[src/include/tetm_pkg.sv]
// constants for the thermal event timer and monitor block
`default_nettype none
package tetm_pkg;
    // register offsets
    localparam logic [7:0] REMOTE1_TEMP_CONFIG_ADDR = 8'h5f;
    localparam logic [7:0] LOCAL_TEMP_CONFIG_ADDR = 8'h60;
    localparam logic [7:0] REMOTE2_TEMP_CONFIG_ADDR = 8'h61;
    localparam logic [7:0] REMOTE1_CRITICAL_LIMIT_ADDR = 8'h6a;
    localparam logic [7:0] LOCAL_CRITICAL_LIMIT_ADDR = 8'h6b;
    localparam logic [7:0] REMOTE2_CRITICAL_LIMIT_ADDR = 8'h6c;
    localparam logic [7:0] ALERT_MASK_SECOND_ADDR = 8'h75;
    localparam logic [7:0] CONFIG_THIRD_ADDR = 8'h78;
    localparam logic [7:0] ASSERTION_TIME_COUNTER_ADDR = 8'h79;
    localparam logic [7:0] ASSERTION_TIME_LIMIT_ADDR = 8'h7a;
    localparam logic [7:0] CONFIG_FOURTH_ADDR = 8'h7d;
    localparam logic [7:0] STATUS_SECOND_ADDR = 8'h42;

    // field positions
    localparam int CFG3_ALERT_BIT = 0;
    localparam int CFG3_EVENT_ENABLE_BIT = 1;
    localparam int CFG3_FULL_SPEED_BIT = 2;
    localparam int CFG4_ALERT_ON_SECOND_PIN_BIT = 0;
    localparam int CFG4_EVENT_PIN_ALTERNATE_SELECT_BIT = 1;
    localparam int TEMP_CFG_EVENT_OUT_BIT = 3;
    localparam int STAT2_EVENT_LIMIT_BIT = 5;
    localparam int STAT2_OVERTEMP_BIT = 1;

    // values after reset, fan duty levels and counter full scale
    localparam logic [7:0] CONFIG_THIRD_RESET = 8'h02;
    localparam logic [7:0] CONFIG_FOURTH_RESET = 8'h00;
    localparam logic [7:0] ALERT_MASK_SECOND_RESET = 8'h00;
    localparam logic [7:0] TEMP_CONFIG_RESET = 8'h00;
    localparam logic [7:0] CRITICAL_LIMIT_RESET = 8'h64;
    localparam logic [7:0] ASSERTION_TIME_LIMIT_RESET = 8'h00;
    localparam logic [7:0] DUTY_FULL = 8'hff;
    localparam logic [7:0] DUTY_ZERO = 8'h00;
    localparam logic [7:0] COUNT_FULL_SCALE = 8'hff;

    // timing
    localparam int CLK_HZ = 10_000_000;
    localparam int TICK_US = 22_760;
    localparam int TICK_CYCLES = TICK_US * (CLK_HZ / 1_000_000);

    // number of temperature channels: remote 1, local, remote 2
    localparam int NUM_TEMP_CH = 3;
endpackage
`default_nettype wire
[src/design/tetm_top.sv]
// thermal event pin timer, limit monitor, fan full_speed_on_event and overtemp drive
// Behaviour
// event monitoring only with enable bit set
// config bit selects alternate or tach pin
// after reset monitoring enabled on tach pin
// full speed bit forces fans 100% while low
// no full_speed_on_event when fan stopped or cold
// full speed bit clear keeps current duty
// timer counts only while input asserted, accumulates
// timer saturates at full scale, read clears
// bit0 on first assertion, then 22.76 ms LSB
// read during assertion restarts with bit0 set
// limit zero refires flag after such read
// timer above limit sets flag, requests alert
// limit spans first assertion to 5.825 s
// mask bit blocks alert, flag still sets
// limit 0 first assertion, 1 past 45.52ms
// config bits route alert to two pins
// enabled channel at or above limit+0.25 drives pin
// drive re-evaluated per measurement, released at limit
// critical limits at 0x6a 0x6b 0x6c
// bit3 of 0x5f-0x61 enables drive output
// status flags sticky, clear on read after cause
// alert held while condition or unread status
// alert disabled on both pins after reset
// event input two-stage synchronised
// prescaled tick, clear and increment never lost
`timescale 1ns/1ps
`default_nettype none

module tetm_top #(
    parameter int TICK_CYCLES = tetm_pkg::TICK_CYCLES,
    parameter int NUM_FANS = 3
) (
    // clock and reset
    input wire logic clk,
    input wire logic srst,
    // register port from the serial bus engine
    input wire logic reg_wr,
    input wire logic reg_rd,
    input wire logic [7:0] reg_addr,
    input wire logic [7:0] reg_wdata,
    output logic [7:0] reg_rdata,
    output logic reg_rvalid,
    // event pin shared with tachometer, open drain
    input wire logic event_tach_pin_in,
    output logic event_tach_pin_out,
    output logic event_tach_pin_oe,
    // alternate event pin, open drain
    input wire logic event_alt_pin_in,
    output logic event_alt_pin_out,
    output logic event_alt_pin_oe,
    // alert candidate pins, open drain, active low
    output logic alert_first_pin_out,
    output logic alert_first_pin_oe,
    output logic alert_second_pin_out,
    output logic alert_second_pin_oe,
    // fan duty path
    input wire logic [NUM_FANS*8-1:0] fan_duty_in,
    input wire logic [NUM_FANS-1:0] fan_auto_mode,
    input wire logic [NUM_FANS-1:0] fan_above_start,
    output logic [NUM_FANS*8-1:0] fan_duty_out,
    // temperature measurements, 2 fraction bits, order remote1 local remote2
    input wire logic [tetm_pkg::NUM_TEMP_CH*10-1:0] temp_meas,
    input wire logic [tetm_pkg::NUM_TEMP_CH-1:0] temp_valid
);

    localparam int NCH = tetm_pkg::NUM_TEMP_CH;
    localparam int PW = $clog2(TICK_CYCLES + 1);
    localparam logic [PW-1:0] TICK_LAST = PW'(TICK_CYCLES - 1);

    logic [7:0] temp_cfg_r [NCH];
    logic [7:0] crit_lim_r [NCH];
    logic [7:0] mask2_r;
    logic [7:0] cfg3_r;
    logic [7:0] cfg4_r;
    logic [7:0] limit_r;
    logic [7:0] ticks_r;
    logic seen_r;
    logic [PW-1:0] presc_r;
    logic [1:0] sync_tach_r;
    logic [1:0] sync_alt_r;
    logic flag_lim_r;
    logic flag_overtemp_r;
    logic [NCH-1:0] hot_r;
    logic drive_r;
    logic alert_r;
    logic [7:0] timer_val;
    logic event_low;
    logic asserted;
    logic tick;
    logic timer_rd;
    logic stat_rd;
    logic lim_cond;
    logic [7:0] temp_addr [NCH];
    logic [7:0] lim_addr [NCH];

    assign temp_addr[0] = tetm_pkg::REMOTE1_TEMP_CONFIG_ADDR;
    assign temp_addr[1] = tetm_pkg::LOCAL_TEMP_CONFIG_ADDR;
    assign temp_addr[2] = tetm_pkg::REMOTE2_TEMP_CONFIG_ADDR;
    assign lim_addr[0] = tetm_pkg::REMOTE1_CRITICAL_LIMIT_ADDR;
    assign lim_addr[1] = tetm_pkg::LOCAL_CRITICAL_LIMIT_ADDR;
    assign lim_addr[2] = tetm_pkg::REMOTE2_CRITICAL_LIMIT_ADDR;

    assign timer_rd = reg_rd && reg_addr == tetm_pkg::ASSERTION_TIME_COUNTER_ADDR;
    assign stat_rd = reg_rd && reg_addr == tetm_pkg::STATUS_SECOND_ADDR;

    // only the second stage of each synchroniser is looked at
    always_ff @(posedge clk) begin
        if (srst) begin
            sync_tach_r <= 2'h3;
            sync_alt_r <= 2'h3;
        end else begin
            sync_tach_r <= {sync_tach_r[0], event_tach_pin_in};
            sync_alt_r <= {sync_alt_r[0], event_alt_pin_in};
        end
    end

    // one pin only, never both
    assign event_low = cfg4_r[tetm_pkg::CFG4_EVENT_PIN_ALTERNATE_SELECT_BIT]
        ? !sync_alt_r[1] : !sync_tach_r[1];
    assign asserted = cfg3_r[tetm_pkg::CFG3_EVENT_ENABLE_BIT] && event_low;

    // register writes
    always_ff @(posedge clk) begin
        if (srst) begin
            mask2_r <= tetm_pkg::ALERT_MASK_SECOND_RESET;
            cfg3_r <= tetm_pkg::CONFIG_THIRD_RESET;
            cfg4_r <= tetm_pkg::CONFIG_FOURTH_RESET;
            limit_r <= tetm_pkg::ASSERTION_TIME_LIMIT_RESET;
        end else if (reg_wr) begin
            case (reg_addr)
                tetm_pkg::ALERT_MASK_SECOND_ADDR: mask2_r <= reg_wdata;
                tetm_pkg::CONFIG_THIRD_ADDR: cfg3_r <= reg_wdata;
                tetm_pkg::CONFIG_FOURTH_ADDR: cfg4_r <= reg_wdata;
                tetm_pkg::ASSERTION_TIME_LIMIT_ADDR: limit_r <= reg_wdata;
                default: ;
            endcase
        end
    end

    genvar gc;
    generate
        for (gc = 0; gc < NCH; gc++) begin : g_ch
            logic [9:0] meas;
            logic [9:0] trip;
            logic [9:0] lim_q;
            assign meas = temp_meas[gc*10 +: 10];
            assign lim_q = {crit_lim_r[gc], 2'h0};
            assign trip = lim_q + 10'h001;

            always_ff @(posedge clk) begin
                if (srst) begin
                    temp_cfg_r[gc] <= tetm_pkg::TEMP_CONFIG_RESET;
                    crit_lim_r[gc] <= tetm_pkg::CRITICAL_LIMIT_RESET;
                end else if (reg_wr) begin
                    if (reg_addr == temp_addr[gc]) begin
                        temp_cfg_r[gc] <= reg_wdata;
                    end
                    if (reg_addr == lim_addr[gc]) begin
                        crit_lim_r[gc] <= reg_wdata;
                    end
                end
            end

            // held between measurements, so low for a full cycle at least
            always_ff @(posedge clk) begin
                if (srst) begin
                    hot_r[gc] <= 1'b0;
                end else if (!temp_cfg_r[gc][tetm_pkg::TEMP_CFG_EVENT_OUT_BIT]) begin
                    hot_r[gc] <= 1'b0;
                end else if (temp_valid[gc]) begin
                    if (meas >= trip) begin
                        hot_r[gc] <= 1'b1;
                    end else if (meas <= lim_q) begin
                        hot_r[gc] <= 1'b0;
                    end
                end
            end
        end
    endgenerate

    // prescaler runs only while asserted; restarts on a clearing read
    assign tick = asserted && presc_r == TICK_LAST;

    always_ff @(posedge clk) begin
        if (srst || timer_rd || !asserted) begin
            presc_r <= '0;
        end else if (tick) begin
            presc_r <= '0;
        end else begin
            presc_r <= presc_r + PW'(1);
        end
    end

    // a tick in the clearing cycle still counts from zero
    always_ff @(posedge clk) begin
        if (srst) begin
            ticks_r <= 8'h00;
            seen_r <= 1'b0;
        end else if (timer_rd) begin
            ticks_r <= tick ? 8'h01 : 8'h00;
            seen_r <= asserted;
        end else begin
            if (asserted) begin
                seen_r <= 1'b1;
            end
            if (tick && ticks_r != tetm_pkg::COUNT_FULL_SCALE) begin
                ticks_r <= ticks_r + 8'h01;
            end
        end
    end

    // below two ticks only the first-assertion bit shows
    assign timer_val = (ticks_r >= 8'h02) ? ticks_r : {7'h00, seen_r};
    assign lim_cond = timer_val > limit_r;

    // sticky flags: setting wins over a clearing read
    always_ff @(posedge clk) begin
        if (srst) begin
            flag_lim_r <= 1'b0;
            flag_overtemp_r <= 1'b0;
        end else begin
            if (lim_cond) begin
                flag_lim_r <= 1'b1;
            end else if (stat_rd) begin
                flag_lim_r <= 1'b0;
            end
            if (|hot_r) begin
                flag_overtemp_r <= 1'b1;
            end else if (stat_rd) begin
                flag_overtemp_r <= 1'b0;
            end
        end
    end

    // alert and event drive outputs
    always_ff @(posedge clk) begin
        if (srst) begin
            alert_r <= 1'b0;
            drive_r <= 1'b0;
        end else begin
            alert_r <= (flag_lim_r && !mask2_r[tetm_pkg::STAT2_EVENT_LIMIT_BIT])
                || (flag_overtemp_r
                && !mask2_r[tetm_pkg::STAT2_OVERTEMP_BIT]);
            drive_r <= |hot_r;
        end
    end

    always_ff @(posedge clk) begin
        if (srst) begin
            alert_first_pin_oe <= 1'b0;
            alert_second_pin_oe <= 1'b0;
            event_tach_pin_oe <= 1'b0;
            event_alt_pin_oe <= 1'b0;
        end else begin
            alert_first_pin_oe <= alert_r && cfg3_r[tetm_pkg::CFG3_ALERT_BIT];
            alert_second_pin_oe <= alert_r
                && cfg4_r[tetm_pkg::CFG4_ALERT_ON_SECOND_PIN_BIT];
            event_tach_pin_oe <= drive_r
                && !cfg4_r[tetm_pkg::CFG4_EVENT_PIN_ALTERNATE_SELECT_BIT];
            event_alt_pin_oe <= drive_r
                && cfg4_r[tetm_pkg::CFG4_EVENT_PIN_ALTERNATE_SELECT_BIT];
        end
    end

    // open drain pins only ever pull low
    always_ff @(posedge clk) begin
        alert_first_pin_out <= 1'b0;
        alert_second_pin_out <= 1'b0;
        event_tach_pin_out <= 1'b0;
        event_alt_pin_out <= 1'b0;
    end

    genvar gf;
    generate
        for (gf = 0; gf < NUM_FANS; gf++) begin : g_fan
            logic [7:0] duty;
            logic running;
            assign duty = fan_duty_in[gf*8 +: 8];
            // a stopped or cold fan is not kicked on
            assign running = fan_auto_mode[gf] ? fan_above_start[gf]
                : duty != tetm_pkg::DUTY_ZERO;
            always_ff @(posedge clk) begin
                if (srst) begin
                    fan_duty_out[gf*8 +: 8] <= tetm_pkg::DUTY_ZERO;
                end else if (cfg3_r[tetm_pkg::CFG3_FULL_SPEED_BIT]
                        && asserted && running) begin
                    fan_duty_out[gf*8 +: 8] <= tetm_pkg::DUTY_FULL;
                end else begin
                    fan_duty_out[gf*8 +: 8] <= duty;
                end
            end
        end
    endgenerate

    // read data, one cycle after the strobe; unmapped reads zero
    always_ff @(posedge clk) begin
        if (srst) begin
            reg_rdata <= 8'h00;
            reg_rvalid <= 1'b0;
        end else begin
            reg_rvalid <= reg_rd;
            reg_rdata <= 8'h00;
            if (reg_rd) begin
                case (reg_addr)
                    tetm_pkg::REMOTE1_TEMP_CONFIG_ADDR: reg_rdata <= temp_cfg_r[0];
                    tetm_pkg::LOCAL_TEMP_CONFIG_ADDR: reg_rdata <= temp_cfg_r[1];
                    tetm_pkg::REMOTE2_TEMP_CONFIG_ADDR: reg_rdata <= temp_cfg_r[2];
                    tetm_pkg::REMOTE1_CRITICAL_LIMIT_ADDR: reg_rdata <= crit_lim_r[0];
                    tetm_pkg::LOCAL_CRITICAL_LIMIT_ADDR: reg_rdata <= crit_lim_r[1];
                    tetm_pkg::REMOTE2_CRITICAL_LIMIT_ADDR: reg_rdata <= crit_lim_r[2];
                    tetm_pkg::ALERT_MASK_SECOND_ADDR: reg_rdata <= mask2_r;
                    tetm_pkg::CONFIG_THIRD_ADDR: reg_rdata <= cfg3_r;
                    tetm_pkg::CONFIG_FOURTH_ADDR: reg_rdata <= cfg4_r;
                    tetm_pkg::ASSERTION_TIME_COUNTER_ADDR: reg_rdata <= timer_val;
                    tetm_pkg::ASSERTION_TIME_LIMIT_ADDR: reg_rdata <= limit_r;
                    tetm_pkg::STATUS_SECOND_ADDR: reg_rdata <=
                        {2'h0, flag_lim_r, 3'h0, flag_overtemp_r, 1'b0};
                    default: reg_rdata <= 8'h00;
                endcase
            end
        end
    end
endmodule

`default_nettype wire

[config.mk]
export PLATFORM = sky130hd
export DESIGN_NAME = tetm_top
export DESIGN_NICKNAME = d
export VERILOG_FILES = /design/src/include/tetm_pkg.sv /design/src/design/tetm_top.sv
export SDC_FILE = /design/constraint.sdc
export NUM_CORES = 1
export LEC_CHECK = 0
export ABC_AREA = 1
export BUFFER_PORTS_ARGS = -buffer_cell sky130_fd_sc_hd__clkbuf_2
export CORE_ASPECT_RATIO = 0.9
export CORE_MARGIN = 2
export CORE_UTILIZATION = 57
export DETAILED_ROUTE_END_ITERATION = 8
export GPL_TIMING_DRIVEN = 0
export MAX_ROUTING_LAYER = met4
export PLACE_DENSITY = 0.86
export SLEW_MARGIN = 25
export SYNTH_ARGS = -nofsm -noshare
export SYNTH_HDL_FRONTEND = slang
export SYNTH_SLANG_ARGS = --single-unit
[constraint.sdc]
create_clock -name clk -period 2.7 [get_ports clk]
set_input_delay 0.405 -clock clk [delete_from_list [all_inputs] [get_ports clk]]
set_output_delay 0.405 -clock clk [all_outputs]
set_load 0.005 [all_outputs]
==> results.json <==
{
  "vias": 7383,
  "ioPinCount": 126,
  "finalCriticalPeriod_ps": 2030,
  "cp-end-kind": "register",
  "die_x_um": 128,
  "hold_buffers": 0,
  "period_share_pct": 75.4,
  "hold_path_class": "in2reg",
  "relSlewSlack_pct": 41.0,
  "yosysWarnings": 0,
  "fmax_ghz": 0.491,
  "nFillCells": 1036,
  "routed_wl_mm": 21.0,
  "seq_area_mm2": 0.00358,
  "drtPass1Iterations": 9,
  "io_buffers": 121,
  "critPathKind": "in2reg",
  "nets": 1285,
  "drv_slew": 0,
  "antenna_found_initial": 0,
  "clock_latency_ps": 430,
  "wire_per_inst_um": 15.7,
  "clockBufferDepth": 2,
  "die_area_mm2": 0.0148,
  "clock_sinks": 155,
  "globalplace.congestion": 0.981,
  "grt_max_degree": 17,
  "holdPathStages": 2,
  "hpwl_mm": 15.4,
  "status": "finished clean",
  "max-cap-violations": 0,
  "grt_pass1_wl_mm": 33.3,
  "overflow": 0,
  "numCtsBuffers": 17,
  "initial_core_util_pct": 58.8,
  "worst_slew_pin_slew_ps": 878,
  "crit_path_start_kind": "input pin",
  "min_to": "sync_alt_r[0]",
  "cts.htree.levels": 4,
  "min_from": "event_alt_pin_in",
  "die_y_um": 116,
  "power_density_mw_per_mm2": 571,
  "critPathRequiredTime_ps": 2750,
  "yosysSeqAreaShare_pct": 45.5,
  "rsz0062_at_grt": "false",
  "syn_inst": 1019,
  "ys_top_cells_by_area": "dfxtp_1 (27%), edfxtp_1 (18%), nand2_1 (8.8%), nor2_1 (7.2%), inv_1 (6.4%)",
  "final_cell_mix": "nand2_1 (184), nor2_1 (151), inv_1 (134)",
  "place_inst": 1311,
  "finalHoldViolations": 0,
  "final_common_cell": "nand2_1",
  "ir_drop_v": 0.000499,
  "critPathTopFamily": "simple AND/OR/NAND/NOR gates",
  "clock-skew-final_ps": 10.7,
  "path_max_fanout": 10,
  "instances_no_fill": 1343,
  "critPathBufInv": 2,
  "synth_top_area_cell": "dfxtp_1",
  "antenna-diode-count": 0,
  "post_cts_resized": 0,
  "core.rowCount": 40,
  "worst_r2r_path_depth": 14,
  "grt_usage_pct": 30.3,
  "r2r-start": "ticks_r[0]",
  "avgSynthCellArea_um2": 7.74,
  "total_power_uw": 5320,
  "clk_pin_slew_ps": 60,
  "setup_viol": 0,
  "drc": 0,
  "tns_ps": 0,
  "antenna_left": 0,
  "path_cells": "clkbuf_2 -> inv_1 -> nand2_4 -> nor3_2 -> nand2_1 -> o21ai_1",
  "whs_ps": 168,
  "post-cts-setup-buffers": 0,
  "r2r_slack_ps": 760,
  "multi_input_area_mm2": 0.00359,
  "vias_per_cell": 5.50,
  "cellLeakagePower_uw": 0.00431,
  "cts-root-buf": "clkbuf_16",
  "syn_to_final_growth_pct": 18.2,
  "grt_pass1_vias": 6781,
  "synth_seq_cells": 155,
  "timing.rr.end": "flag_lim_r",
  "cts_tree": "yes",
  "yosysTopAreaCellShare_pct": 27.2,
  "drtIter0Drc": 917,
  "synth.distinct_cells": 40,
  "crit_arrival_ps": 2090,
  "drive_above_1_share_pct": 18.1,
  "core-area_mm2": 0.0134,
  "syn_area_mm2": 0.00788,
  "cpPeakStageDelay_ps": 640,
  "crit_path_top_delay_cell": "o21ai_1"
}
==> flip-flops by register name, summed over array words and instances, names as in the netlist, 2 cells and up <==
signal / flops
cfg3_r: 8
cfg4_r: 8
crit_lim_r: 24
fan_duty_out: 24
hot_r: 3
limit_r: 8
mask2_r: 8
presc_r: 18
reg_rdata: 8
sync_alt_r: 2
sync_tach_r: 2
temp_cfg_r: 24
ticks_r: 8
==> layer usage <==
layer | part of all wire (%) | vias to the layer above | global-route usage [%] | wire [um]
met4 | 3.1 | 0 | 12.0 | 660
li1 | - | 3594 | - | -
met2 | 46 | 384 | 47.8 | 9660
met3 | 9.9 | 71 | 6.51 | 2090
met5 | 0 | - | - | 0
met1 | 41 | 3334 | 38.4 | 8630
==> cell usage after synthesis, drive strengths merged <==
library cell	instances
nand2	198
nor2	165
inv	142
dfxtp	107
a21oi	84
nand3	68
o21ai	67
edfxtp	48
ha	38
nor3	22
clkbuf	16
nand4	16
buf	12
clkinv	7
xor2	7
or2	6
nand3b	3
o22ai	3
o211ai	2
o31ai	2
a31oi	1
conb	1
nor4	1
o21bai	1
o32ai	1
xnor2	1
==> kinds of logic (layout without fill, tap and decap cells) <==
group | count (synthesis) | count (layout) | synth area share [%]
simple gates | 479 | 479 | 28.0
fa+ha+maj | 38 | 38 | 6.03
flops | 155 | 155 | 45.5
other cells | 1 | 4 | 0.0476
compound gates | 161 | 161 | 10.5
buf+inv | 177 | 330 | 9.13
xor+xnor | 8 | 8 | 0.889
==> stage by stage <==
stage | util, % | area (um^2) | worst slack [ps]
6_report | 69.5 | 9320 | 665
5_1_grt | 69.5 | 9320 | 501
4_1_cts | 69.5 | 9320 | 404
3_5_place_dp | 64.9 | 8710 | 1.90
3_3_place_gp | 64.9 | 8710 | 91.0
2_1_floorplan | - | 7890 | 621
==> worst max-delay path by stage <==
stage | start | to | slack [ps] | cells after the start
final | reg_addr[7] | temp_cfg_r[0][5] | 670 | 6
after global routing | reg_addr[7] | temp_cfg_r[0][4] | 500 | 6
after CTS | reg_addr[7] | temp_cfg_r[0][5] | 400 | 6
after detailed placement | reg_addr[7] | temp_cfg_r[0][5] | 2 | 6
after global placement | reg_addr[7] | temp_cfg_r[0][4] | 90 | 6
after floorplan | reg_addr[7] | temp_cfg_r[0][0] | 620 | 5
==> worst register-to-register path, delay by kind of cell (launching register included) <==
| family | cells | cell delay (ps) |
|---|---|---|
| AOI/OAI and AO/OA | 4 | 510 |
| and+or+nand+nor | 6 | 440 |
| DFF | 1 | 400 |
| adders and majority gates | 2 | 390 |
| buffers and inverters | 2 | 130 |
==> power breakdown <==
group | internal [uW] | leakage, uW | total, uW | switching, uW
sequential | 2470 | 0.00133 | 2500 | 27.3
combinational | 143 | 0.00267 | 404 | 261
clock | 1480 | 0.000303 | 2420 | 946
total | 4090 | 0.00431 | 5320 | 1230
==> area by class of cell <==
class / count / share of cell area (%)
Buffer: 28 / 1.72
Clock buffer: 24 / 5.73
Clock inverter: 8 / 0.819
Inverter: 149 / 6.00
Multi-Input combinational cell: 690 / 38.5
Sequential cell: 155 / 38.4
Tap cell: 168 / 2.26
Timing Repair Buffer: 121 / 6.50
No activity file was read; power rests on OpenSTA's default activity.
